$ cat src/pkg/gpp_pkg.sv
// Purpose: Shared constants and carriers for the general purpose I/O port.
// Assumes: Eight pins per port, one register set per port.
// Notes: Register selects are local codes for the plain write/read port.
package gpp_pkg;
  // ----------------------------------------------------------------
  // Sizes
  // ----------------------------------------------------------------
  localparam int unsigned GPP_PINS = 8;
  localparam int unsigned GPP_PORTS = 5;
  localparam int unsigned GPP_SEL_W = 4;
  // ----------------------------------------------------------------
  // Register selects
  // ----------------------------------------------------------------
  localparam logic [3:0] GPP_SEL_PIN_LEVEL = 4'h0;
  localparam logic [3:0] GPP_SEL_LATCH = 4'h1;
  localparam logic [3:0] GPP_SEL_DIR = 4'h2;
  localparam logic [3:0] GPP_SEL_ANALOG = 4'h3;
  localparam logic [3:0] GPP_SEL_PULLUP = 4'h4;
  localparam logic [3:0] GPP_SEL_THRESH = 4'h5;
  localparam logic [3:0] GPP_SEL_SLEW = 4'h6;
  localparam logic [3:0] GPP_SEL_OPEN_DRAIN = 4'h7;
  localparam logic [3:0] GPP_SEL_I2C_PAD = 4'h8;
  localparam logic [3:0] GPP_SEL_EDGE_RISE = 4'h9;
  localparam logic [3:0] GPP_SEL_EDGE_FALL = 4'ha;
  // ----------------------------------------------------------------
  // Reset values
  // ----------------------------------------------------------------
  localparam logic [7:0] GPP_RST_LATCH = 8'h00;
  localparam logic [7:0] GPP_RST_DIR = 8'hff;
  localparam logic [7:0] GPP_RST_ANALOG = 8'hff;
  localparam logic [7:0] GPP_RST_PULLUP = 8'h00;
  localparam logic [7:0] GPP_RST_THRESH = 8'hff;
  localparam logic [7:0] GPP_RST_SLEW = 8'hff;
  localparam logic [7:0] GPP_RST_ZERO = 8'h00;
  // I2C pad control field positions.
  localparam int unsigned GPP_I2C_SLEW_BIT = 0;
  localparam int unsigned GPP_I2C_PULL_BIT = 1;
  localparam int unsigned GPP_I2C_THR_BIT = 2;
  // ----------------------------------------------------------------
  // Carriers
  // ----------------------------------------------------------------
  // One register access from the core.
  typedef struct packed {
    logic wr_en;
    logic [2:0] port;
    logic [3:0] sel;
    logic [7:0] wdata;
  } gpp_req_s;
  // Pad controls driven to one port's pads.
  typedef struct packed {
    logic [7:0] drive_n;
    logic [7:0] out_val;
    logic [7:0] pull_up;
    logic [7:0] slew_lim;
    logic [7:0] i2c_slew;
    logic [7:0] i2c_pull;
  } gpp_pad_s;
  // Pin owner after the priority decision.
  typedef enum logic [1:0] {
    GPP_OWN_LATCH = 2'b00,
    GPP_OWN_PERIPH = 2'b01,
    GPP_OWN_ANALOG_OUT = 2'b10,
    GPP_OWN_CONFIG = 2'b11
  } gpp_own_e;
endpackage : gpp_pkg

$ cat src/core/gpp_port.sv
// Purpose: General purpose I/O port register set, pad control and pin priority.
// Assumes: Pin levels are asynchronous; all other inputs are on ref_clk.
// Notes: Outputs are registered, so pad controls lag a write by one cycle.
//
// What this block does
// - Port reads give pins, writes load latch.
// - Latch keeps last write from either register.
// - Latch write same; latch read returns latch.
// - Direction one tristates, zero drives latch.
// - Direction still governs driver for analog inputs.
// - Analog select forces digital input to zero.
// - Analog select leaves output functions untouched.
// - Analog select bits reset to analog.
// - Pull-up bit one enables weak pull-up.
// - Threshold select feeds reads and edge detect.
// - Slew bit one limits output slew rate.
// - Open-drain bit one makes output sink only.
// - Each pin interrupts on chosen rising/falling edge.
// - I2C pads get slew, pull-up, SMBus threshold.
// - Peripheral owns output; pin still readable.
// - Reset sources outputs from data latch.
// - Analog output tristates the digital driver.
// - Priority: config, analog out, peripheral, latch.
// - Threshold one Schmitt, zero TTL.
// - Pull-up off for outputs; bit kept.
// - Unimplemented pin bits read zero.
`timescale 1ns/10ps
module gpp_port (
  // Clock, reset and enable.
  input wire logic ref_clk,
  input wire logic reset,
  input wire logic clk_en,
  // Register access and read data.
  input wire gpp_pkg::gpp_req_s req,
  output logic [7:0] rdata,
  // Pins: Schmitt, TTL and I2C receiver outputs per port.
  input wire logic [39:0] pin_st,
  input wire logic [39:0] pin_ttl,
  input wire logic [39:0] pin_i2c,
  // Implemented pin mask per port.
  input wire logic [39:0] pin_impl,
  // Peripheral and analog owners per pin.
  input wire logic [39:0] cfg_own,
  input wire logic [39:0] cfg_out,
  input wire logic [39:0] cfg_oe_n,
  input wire logic [39:0] aout_en,
  input wire logic [39:0] periph_en,
  input wire logic [39:0] periph_out,
  input wire logic [39:0] periph_oe_n,
  // Pads, peripheral inputs and edge events.
  output gpp_pkg::gpp_pad_s [4:0] pad,
  output logic [39:0] od_en,
  output logic [39:0] periph_in,
  output logic [39:0] edge_evt
);
  import gpp_pkg::*;

  // ----------------------------------------------------------------
  // Register state
  // ----------------------------------------------------------------
  logic [4:0][7:0] lat_ff, nxt_lat; // Output latches.
  logic [4:0][7:0] dir_ff, nxt_dir; // Direction registers.
  logic [4:0][7:0] ana_ff, nxt_ana; // Analog select registers.
  logic [4:0][7:0] wpu_ff, nxt_wpu; // Pull-up controls.
  logic [4:0][7:0] thr_ff, nxt_thr; // Threshold selects.
  logic [4:0][7:0] slr_ff, nxt_slr; // Slew controls.
  logic [4:0][7:0] odc_ff, nxt_odc; // Open-drain controls.
  logic [4:0][7:0] i2c_ff, nxt_i2c; // I2C pad controls per port.
  logic [4:0][7:0] rise_ff, nxt_rise; // Rising edge enables.
  logic [4:0][7:0] fall_ff, nxt_fall; // Falling edge enables.
  logic [7:0] nxt_rdata; // Next read data.
  logic [2:0][39:0] sync1_ff, sync2_ff, nxt_sync1, nxt_sync2; // Schmitt, TTL and I2C receivers, two stages each.
  logic [39:0] prev_ff, nxt_prev; // Input history for edge detection.
  logic [39:0] raw, din; // Chosen receiver, then the input after analog gating.
  gpp_pad_s [4:0] nxt_pad;
  logic [39:0] nxt_od, nxt_pin, nxt_edge;

  // Selects the threshold receiver for one pin.
  function automatic logic pick_in(input logic st_sel, input logic st, input logic ttl);
    pick_in = st_sel ? st : ttl;
  endfunction : pick_in

  // ----------------------------------------------------------------
  // Input path
  // ----------------------------------------------------------------
  // Synchronises every receiver first, so no logic reads an asynchronous pin; then picks and gates.
  always_comb begin
    nxt_sync1 = {pin_i2c, pin_ttl, pin_st};
    nxt_sync2 = sync1_ff;
    for (int i = 0; i < 40; i++) begin
      raw[i] = i2c_ff[i/8][GPP_I2C_THR_BIT] ? sync2_ff[2][i] :
        pick_in(thr_ff[i/8][i%8], sync2_ff[0][i], sync2_ff[1][i]);
    end
    din = raw & ~{ana_ff[4], ana_ff[3], ana_ff[2], ana_ff[1], ana_ff[0]} & pin_impl;
    nxt_prev = din;
    nxt_pin = din;
    nxt_edge = '0;
    for (int i = 0; i < 40; i++) begin
      nxt_edge[i] = (rise_ff[i/8][i%8] && din[i] && !prev_ff[i]) ||
        (fall_ff[i/8][i%8] && !din[i] && prev_ff[i]);
    end
  end

  // Registers the input path.
  always_ff @(posedge ref_clk or posedge reset) begin
    if (reset) begin
      sync1_ff <= '0;
      sync2_ff <= '0;
      prev_ff <= '0;
    end else if (clk_en) begin
      sync1_ff <= nxt_sync1;
      sync2_ff <= nxt_sync2;
      prev_ff <= nxt_prev;
    end
  end

  // ----------------------------------------------------------------
  // Register writes and reads
  // ----------------------------------------------------------------
  // Decodes one write and builds read data.
  always_comb begin
    logic [7:0] msk;
    logic [2:0] p;
    msk = '0;
    p = (req.port < 3'(GPP_PORTS)) ? req.port : 3'h0;
    msk = pin_impl[p*8 +: 8];
    nxt_lat = lat_ff;
    nxt_dir = dir_ff;
    nxt_ana = ana_ff;
    nxt_wpu = wpu_ff;
    nxt_thr = thr_ff;
    nxt_slr = slr_ff;
    nxt_odc = odc_ff;
    nxt_i2c = i2c_ff;
    nxt_rise = rise_ff;
    nxt_fall = fall_ff;
    nxt_rdata = 8'h00;
    if (req.port < 3'(GPP_PORTS)) begin
      if (req.wr_en) begin
        if (req.sel == GPP_SEL_PIN_LEVEL || req.sel == GPP_SEL_LATCH) begin
          nxt_lat[p] = req.wdata;
        end else if (req.sel == GPP_SEL_DIR) begin
          nxt_dir[p] = req.wdata;
        end else if (req.sel == GPP_SEL_ANALOG) begin
          nxt_ana[p] = req.wdata;
        end else if (req.sel == GPP_SEL_PULLUP) begin
          nxt_wpu[p] = req.wdata;
        end else if (req.sel == GPP_SEL_THRESH) begin
          nxt_thr[p] = req.wdata;
        end else if (req.sel == GPP_SEL_SLEW) begin
          nxt_slr[p] = req.wdata;
        end else if (req.sel == GPP_SEL_OPEN_DRAIN) begin
          nxt_odc[p] = req.wdata;
        end else if (req.sel == GPP_SEL_I2C_PAD) begin
          nxt_i2c[p] = req.wdata;
        end else if (req.sel == GPP_SEL_EDGE_RISE) begin
          nxt_rise[p] = req.wdata;
        end else if (req.sel == GPP_SEL_EDGE_FALL) begin
          nxt_fall[p] = req.wdata;
        end
      end
      if (req.sel == GPP_SEL_PIN_LEVEL) begin
        nxt_rdata = din[p*8 +: 8];
      end else if (req.sel == GPP_SEL_LATCH) begin
        nxt_rdata = lat_ff[p] & msk;
      end else if (req.sel == GPP_SEL_DIR) begin
        nxt_rdata = dir_ff[p] & msk;
      end else if (req.sel == GPP_SEL_ANALOG) begin
        nxt_rdata = ana_ff[p] & msk;
      end else if (req.sel == GPP_SEL_PULLUP) begin
        nxt_rdata = wpu_ff[p] & msk;
      end else if (req.sel == GPP_SEL_THRESH) begin
        nxt_rdata = thr_ff[p] & msk;
      end else if (req.sel == GPP_SEL_SLEW) begin
        nxt_rdata = slr_ff[p] & msk;
      end else if (req.sel == GPP_SEL_OPEN_DRAIN) begin
        nxt_rdata = odc_ff[p] & msk;
      end else if (req.sel == GPP_SEL_I2C_PAD) begin
        nxt_rdata = i2c_ff[p];
      end else if (req.sel == GPP_SEL_EDGE_RISE) begin
        nxt_rdata = rise_ff[p] & msk;
      end else if (req.sel == GPP_SEL_EDGE_FALL) begin
        nxt_rdata = fall_ff[p] & msk;
      end
    end
  end

  // Registers all control state and read data.
  always_ff @(posedge ref_clk or posedge reset) begin
    if (reset) begin
      lat_ff <= {GPP_PORTS{GPP_RST_LATCH}};
      dir_ff <= {GPP_PORTS{GPP_RST_DIR}};
      ana_ff <= {GPP_PORTS{GPP_RST_ANALOG}};
      wpu_ff <= {GPP_PORTS{GPP_RST_PULLUP}};
      thr_ff <= {GPP_PORTS{GPP_RST_THRESH}};
      slr_ff <= {GPP_PORTS{GPP_RST_SLEW}};
      odc_ff <= {GPP_PORTS{GPP_RST_ZERO}};
      i2c_ff <= {GPP_PORTS{GPP_RST_ZERO}};
      rise_ff <= {GPP_PORTS{GPP_RST_ZERO}};
      fall_ff <= {GPP_PORTS{GPP_RST_ZERO}};
      rdata <= 8'h00;
    end else if (clk_en) begin
      lat_ff <= nxt_lat;
      dir_ff <= nxt_dir;
      ana_ff <= nxt_ana;
      wpu_ff <= nxt_wpu;
      thr_ff <= nxt_thr;
      slr_ff <= nxt_slr;
      odc_ff <= nxt_odc;
      i2c_ff <= nxt_i2c;
      rise_ff <= nxt_rise;
      fall_ff <= nxt_fall;
      rdata <= nxt_rdata;
    end
  end

  // ----------------------------------------------------------------
  // Output priority and pad control
  // ----------------------------------------------------------------
  // Resolves the owner per pin, then forms driver, pull-up and slew.
  always_comb begin
    gpp_own_e own;
    logic drv_n;
    logic val;
    own = GPP_OWN_LATCH;
    drv_n = 1'b1;
    val = 1'b0;
    nxt_pad = '0;
    nxt_od = '0;
    for (int i = 0; i < 40; i++) begin
      if (cfg_own[i]) begin
        own = GPP_OWN_CONFIG;
      end else if (aout_en[i]) begin
        own = GPP_OWN_ANALOG_OUT;
      end else if (periph_en[i]) begin
        own = GPP_OWN_PERIPH;
      end else begin
        own = GPP_OWN_LATCH;
      end
      case (own)
        GPP_OWN_CONFIG: begin
          drv_n = cfg_oe_n[i];
          val = cfg_out[i];
        end
        GPP_OWN_ANALOG_OUT: begin
          drv_n = 1'b1;
          val = 1'b0;
        end
        GPP_OWN_PERIPH: begin
          drv_n = periph_oe_n[i] | dir_ff[i/8][i%8];
          val = periph_out[i];
        end
        default: begin
          drv_n = dir_ff[i/8][i%8];
          val = lat_ff[i/8][i%8];
        end
      endcase
      drv_n = drv_n | ~pin_impl[i];
      if (odc_ff[i/8][i%8] && val) begin
        drv_n = 1'b1;
      end
      nxt_pad[i/8].drive_n[i%8] = drv_n;
      nxt_pad[i/8].out_val[i%8] = val;
      nxt_pad[i/8].pull_up[i%8] = wpu_ff[i/8][i%8] & dir_ff[i/8][i%8];
      nxt_pad[i/8].slew_lim[i%8] = slr_ff[i/8][i%8];
      nxt_pad[i/8].i2c_slew[i%8] = i2c_ff[i/8][GPP_I2C_SLEW_BIT];
      nxt_pad[i/8].i2c_pull[i%8] = i2c_ff[i/8][GPP_I2C_PULL_BIT];
      nxt_od[i] = odc_ff[i/8][i%8];
    end
  end

  // Registers pad controls, peripheral inputs and edge pulses.
  always_ff @(posedge ref_clk or posedge reset) begin
    if (reset) begin
      pad <= {GPP_PORTS{{GPP_RST_DIR, GPP_RST_LATCH, GPP_RST_PULLUP, GPP_RST_SLEW, GPP_RST_ZERO, GPP_RST_ZERO}}};
      od_en <= '0;
      periph_in <= '0;
      edge_evt <= '0;
    end else if (clk_en) begin
      pad <= nxt_pad;
      od_en <= nxt_od;
      periph_in <= nxt_pin;
      edge_evt <= nxt_edge;
    end
  end

  // ----------------------------------------------------------------
  // Checks
  // ----------------------------------------------------------------
  property p_latch_write;
    @(posedge ref_clk) disable iff (reset)
    (clk_en && req.wr_en && req.port == 3'h0 && req.sel == GPP_SEL_PIN_LEVEL) |=> (lat_ff[0] == $past(req.wdata));
  endproperty
  a_latch_write: assert property (p_latch_write) else $error("Port write did not load latch.");
  property p_analog_zero;
    @(posedge ref_clk) disable iff (reset)
    (clk_en && ana_ff[0][0]) |=> !(periph_in[0] && $past(ana_ff[0][0]) && $past(clk_en));
  endproperty
  a_analog_zero: assert property (p_analog_zero) else $error("Analog pin read as one.");
  property p_drive_dir;
    @(posedge ref_clk) disable iff (reset)
    (clk_en && !cfg_own[0] && !aout_en[0] && !periph_en[0] && pin_impl[0] && !odc_ff[0][0])
      |=> (pad[0].drive_n[0] == $past(dir_ff[0][0]));
  endproperty
  a_drive_dir: assert property (p_drive_dir) else $error("Driver does not follow direction.");
  property p_aout_hiz;
    @(posedge ref_clk) disable iff (reset)
    (clk_en && !cfg_own[1] && aout_en[1]) |=> pad[0].drive_n[1];
  endproperty
  a_aout_hiz: assert property (p_aout_hiz) else $error("Analog output did not tristate.");
  property p_pull_off;
    @(posedge ref_clk) disable iff (reset)
    (clk_en && !dir_ff[0][2]) |=> !pad[0].pull_up[2];
  endproperty
  a_pull_off: assert property (p_pull_off) else $error("Pull-up on for output pin.");
  property p_od_high;
    @(posedge ref_clk) disable iff (reset)
    (clk_en && odc_ff[0][3] && lat_ff[0][3] && !cfg_own[3] && !periph_en[3]) |=> pad[0].drive_n[3];
  endproperty
  a_od_high: assert property (p_od_high) else $error("Open-drain sourced high.");
  property p_rise_evt;
    @(posedge ref_clk) disable iff (reset)
    (clk_en && rise_ff[0][0] && din[0] && !prev_ff[0]) |=> edge_evt[0];
  endproperty
  a_rise_evt: assert property (p_rise_evt) else $error("Rising edge missed.");
  property p_slew;
    @(posedge ref_clk) disable iff (reset)
    clk_en |=> (pad[0].slew_lim == $past(slr_ff[0]));
  endproperty
  a_slew: assert property (p_slew) else $error("Slew control mismatch.");
  c_write: cover property (@(posedge ref_clk) clk_en && req.wr_en);
  c_edge: cover property (@(posedge ref_clk) |edge_evt);
  c_aout: cover property (@(posedge ref_clk) aout_en[1] && pad[0].drive_n[1]);
endmodule : gpp_port

$ cat config.mk
export PLATFORM = sky130hd
export DESIGN_NAME = gpp_port
export DESIGN_NICKNAME = d
export VERILOG_FILES = /design/src/pkg/gpp_pkg.sv /design/src/core/gpp_port.sv
export SDC_FILE = /design/constraint.sdc
export NUM_CORES = 2
export LEC_CHECK = 0
export ABC_AREA = 1
export BUFFER_PORTS_ARGS = -buffer_cell sky130_fd_sc_hd__buf_2
export CORE_AREA = 2 2 318 320
export DETAILED_ROUTE_END_ITERATION = 10
export DIE_AREA = 0 0 320 322
export REMOVE_ABC_BUFFERS = 1
export SLEW_MARGIN = 20
export SYNTH_ARGS = -nofsm -noshare
export SYNTH_HDL_FRONTEND = slang
export SYNTH_SLANG_ARGS = --single-unit
$ cat constraint.sdc
create_clock -name ref_clk -period 40.2 [get_ports ref_clk]
set_clock_uncertainty 0.05 [all_clocks]
set_input_delay 6.03 -clock ref_clk [delete_from_list [all_inputs] [get_ports ref_clk]]
set_output_delay 6.03 -clock ref_clk [all_outputs]
set_load 0.02 [all_outputs]
==> qor.yml <==
via_per_inst: 5.56
grt_usage_pct: 35.1
drc: 0
ir_worst_vdd_v: 0.0000322
max_stage_delay_ns: 0.74
final_cell_mix: "nand2_1 (1726), buf_2 (825), dfrtp_1 (698)"
fin_crit_sh_pct: 22.1
vias: 39700
crit_buf_inv: 5
cp_data_required_time_ns: 40.76
nFillCells: 9733
io_pins: 827
initial_utilization_pct: 43.2
crit_arrival_ns: 9.45
final_common_cell: "nand2_1"
postCtsHoldBufs: 0
ys_ff_latch: 938
fmax_mhz: 112
overflow: 0
port_buffers: 826
place_congestion: 0.994
yosysWarnings: 0
slew_viol_final: 0
synth_ff_type: "dfrtp_1"
nets: 6201
wl_per_cell_um: 25.8
clockBufferDepth: 3
grt_util_met3_pct: 8.80
met2_usage_pct: 55.7
drtPass1Iterations: 7
wl_um: 185000
path_common_cell: "buf_4"
fp.dieArea_sq_um: 103000
ys_seq_area_share_pct: 55.3
slew_headroom_pct: 26.3
htreeDepth: 3
r2r_setup_slack_ns: 37.44
grt_pass1_vias: 37600
whs_endpoint: "pad[211]"
syn-cell-area_sq_um: 43000
grt_max_degree: 186
p_per_area_nw_per_um2: 46.5
avgSynthCellArea_sq_um: 8.43
max_flop_register: "pad"
status: "finished clean"
reg2reg_to: "rdata[0]"
multi_input_area_sq_um: 16200
ys_types: 52
crit_type: "input pin to flop"
die_w_um: 320
hold_violations: 0
tns_ns: 0
hold_slack_ns: 0.411
worstSkewPairLatency_ns: 0.69
cp_slowest_cell: "buf_4"
ff_latch_area_sq_um: 23800
grt_pass1_wl_um: 263000
use_met1_pct: 44.3
num_rows: 116
synth_edf_count: 0
cts_resized: 0
largest_register_ffs: 170
syn_inst: 5098
top_usage_layer: "met2"
r2r-start: "i2c_ff[2]"
numCtsBuffers: 101
hp-class: "flop to flop"
critPathMaxFanout: 157
post_cts_buffers: 0
async_reset_ff_share_pct: 100
die_y_um: 322
cts_tree: "done"
antenna_found_initial: 37
reg2regPathDepth: 8
postRouteAntennaNets: 0
rsz0062_at_grt: "no"
setup_viol: 0
drive_gt1_share_pct: 23.5
cts_sinks: 938
hold_depth: 2
drt_iter0_drc: 4291
clock-root-buffer: "clkbuf_16"
cellLeakagePower_nw: 25.2
drv_cap: 0
cts.clk_slew.worst_paths_ns: 0.06
hpwl_um: 138000
path_cells: "buf_8, inv_8, buf_4, buf_4, buf_4, nor3_1, a41oi_1"
min_period_ns: 8.89
min-delay-start: "pad[211]"
cp-start-kind: "input pin"
tightest_slew_ns: 1.11
worstSetupEndpointType: "flop"
critPathTopFamily: "buffers and inverters"
area_growth_syn_to_layout_pct: 19.0
core_area_sq_um: 99600
## final cells by class
class,count,share of cell area [%]
antenna,22,0.108
clock buffer,157,5.91
clock inverter,34,0.888
inverter,365,2.71
multi-input combinational,3457,31.7
sequential,938,46.5
tap,1298,3.18
timing repair buffer,879,9.05
## power by group
part           switching [W]  internal (W)
registers          0.0000571       0.00102
clock network       0.000400      0.000581
logic               0.000223     0.0000929
## stage by stage
stage	setup WS, ns	std cells	util [%]	cell area, sq um	total power [W]
after floorplan	8.14	4760	-	41300	0.00124
after global placement	30.68	6934	47.7	47500	0.00140
after detailed placement	30.63	6934	47.7	47500	0.00141
after CTS	31.35	7125	51.2	51000	0.00238
after global routing	31.06	7142	51.4	51100	0.00246
final	31.31	7150	51.4	51100	0.00238
## cells by family (layout without fill, tap and decap cells)
group	Yosys count	after routing	synth area share, %
AOI/OAI and AO/OA	1197	1197	16.2
and+or+nand+nor	2225	2225	20.5
buffers and inverters	703	1435	7.02
muxes	35	35	0.917
DFF	938	938	55.3
other	0	22	0
## worst register-to-register path: cells and delay by family (launching register included)
family | cells | cell delay [ns]
and+or+nand+nor | 3 | 0.35
AOI/OAI and AO/OA | 3 | 1.19
buffers and inverters | 2 | 0.72
DFF | 1 | 0.33
## layer usage
layer	part of all wire, %	vias up
met5	0.067	-
met4	5.5	20
met3	9.0	389
met2	46	1812
met1	39	19400
li1	-	18100
## cells in the mapped netlist, types with 3 or more instances
| library cell | number | area share [%] |
|---|---|---|
| a211oi_1 | 14 | 0.24 |
| a21oi_1 | 128 | 1.5 |
| a221o_1 | 3 | 0.070 |
| a22oi_1 | 26 | 0.45 |
| a311oi_1 | 3 | 0.061 |
| a31oi_1 | 26 | 0.38 |
| a41oi_1 | 14 | 0.29 |
| buf_1 | 19 | 0.17 |
| buf_2 | 40 | 0.47 |
| buf_4 | 84 | 1.5 |
| clkbuf_1 | 193 | 1.7 |
| clkinv_1 | 5 | 0.044 |
| dfrtp_1 | 698 | 41 |
| dfstp_2 | 240 | 15 |
| inv_1 | 355 | 3.1 |
| inv_2 | 5 | 0.044 |
| mux2_2 | 35 | 0.92 |
| nand2_1 | 1728 | 15 |
| nand3_1 | 166 | 1.9 |
| nand3_2 | 3 | 0.070 |
| nand4_1 | 23 | 0.33 |
| nor2_1 | 238 | 2.1 |
| nor2_2 | 12 | 0.17 |
| nor3_1 | 14 | 0.16 |
| nor3_2 | 6 | 0.14 |
| nor4_1 | 7 | 0.10 |
| o2111a_1 | 9 | 0.24 |
| o2111ai_1 | 23 | 0.47 |
| o211ai_1 | 46 | 0.80 |
| o21a_1 | 36 | 0.63 |
| o21ai_0 | 682 | 7.9 |
| o21ai_1 | 22 | 0.26 |
| o221ai_1 | 18 | 0.37 |
| o22a_1 | 23 | 0.47 |
| o22ai_1 | 67 | 0.98 |
| o311ai_0 | 3 | 0.061 |
| o31ai_1 | 45 | 0.79 |
| o41ai_1 | 3 | 0.061 |
| or2_2 | 17 | 0.25 |
## worst max path at each step
stage	slack (ns)	startpoint	to	depth (start not counted)
2_1_floorplan	8.14	reset	edge_evt[0]	1
3_3_place_gp	30.68	clk_en	pad[90]	7
3_5_place_dp	30.63	clk_en	pad[90]	7
4_1_cts	31.35	clk_en	pad[90]	7
5_1_grt	31.06	clk_en	pad[90]	7
6_report	31.31	clk_en	pad[90]	7
(Power assumes the default switching activity.)
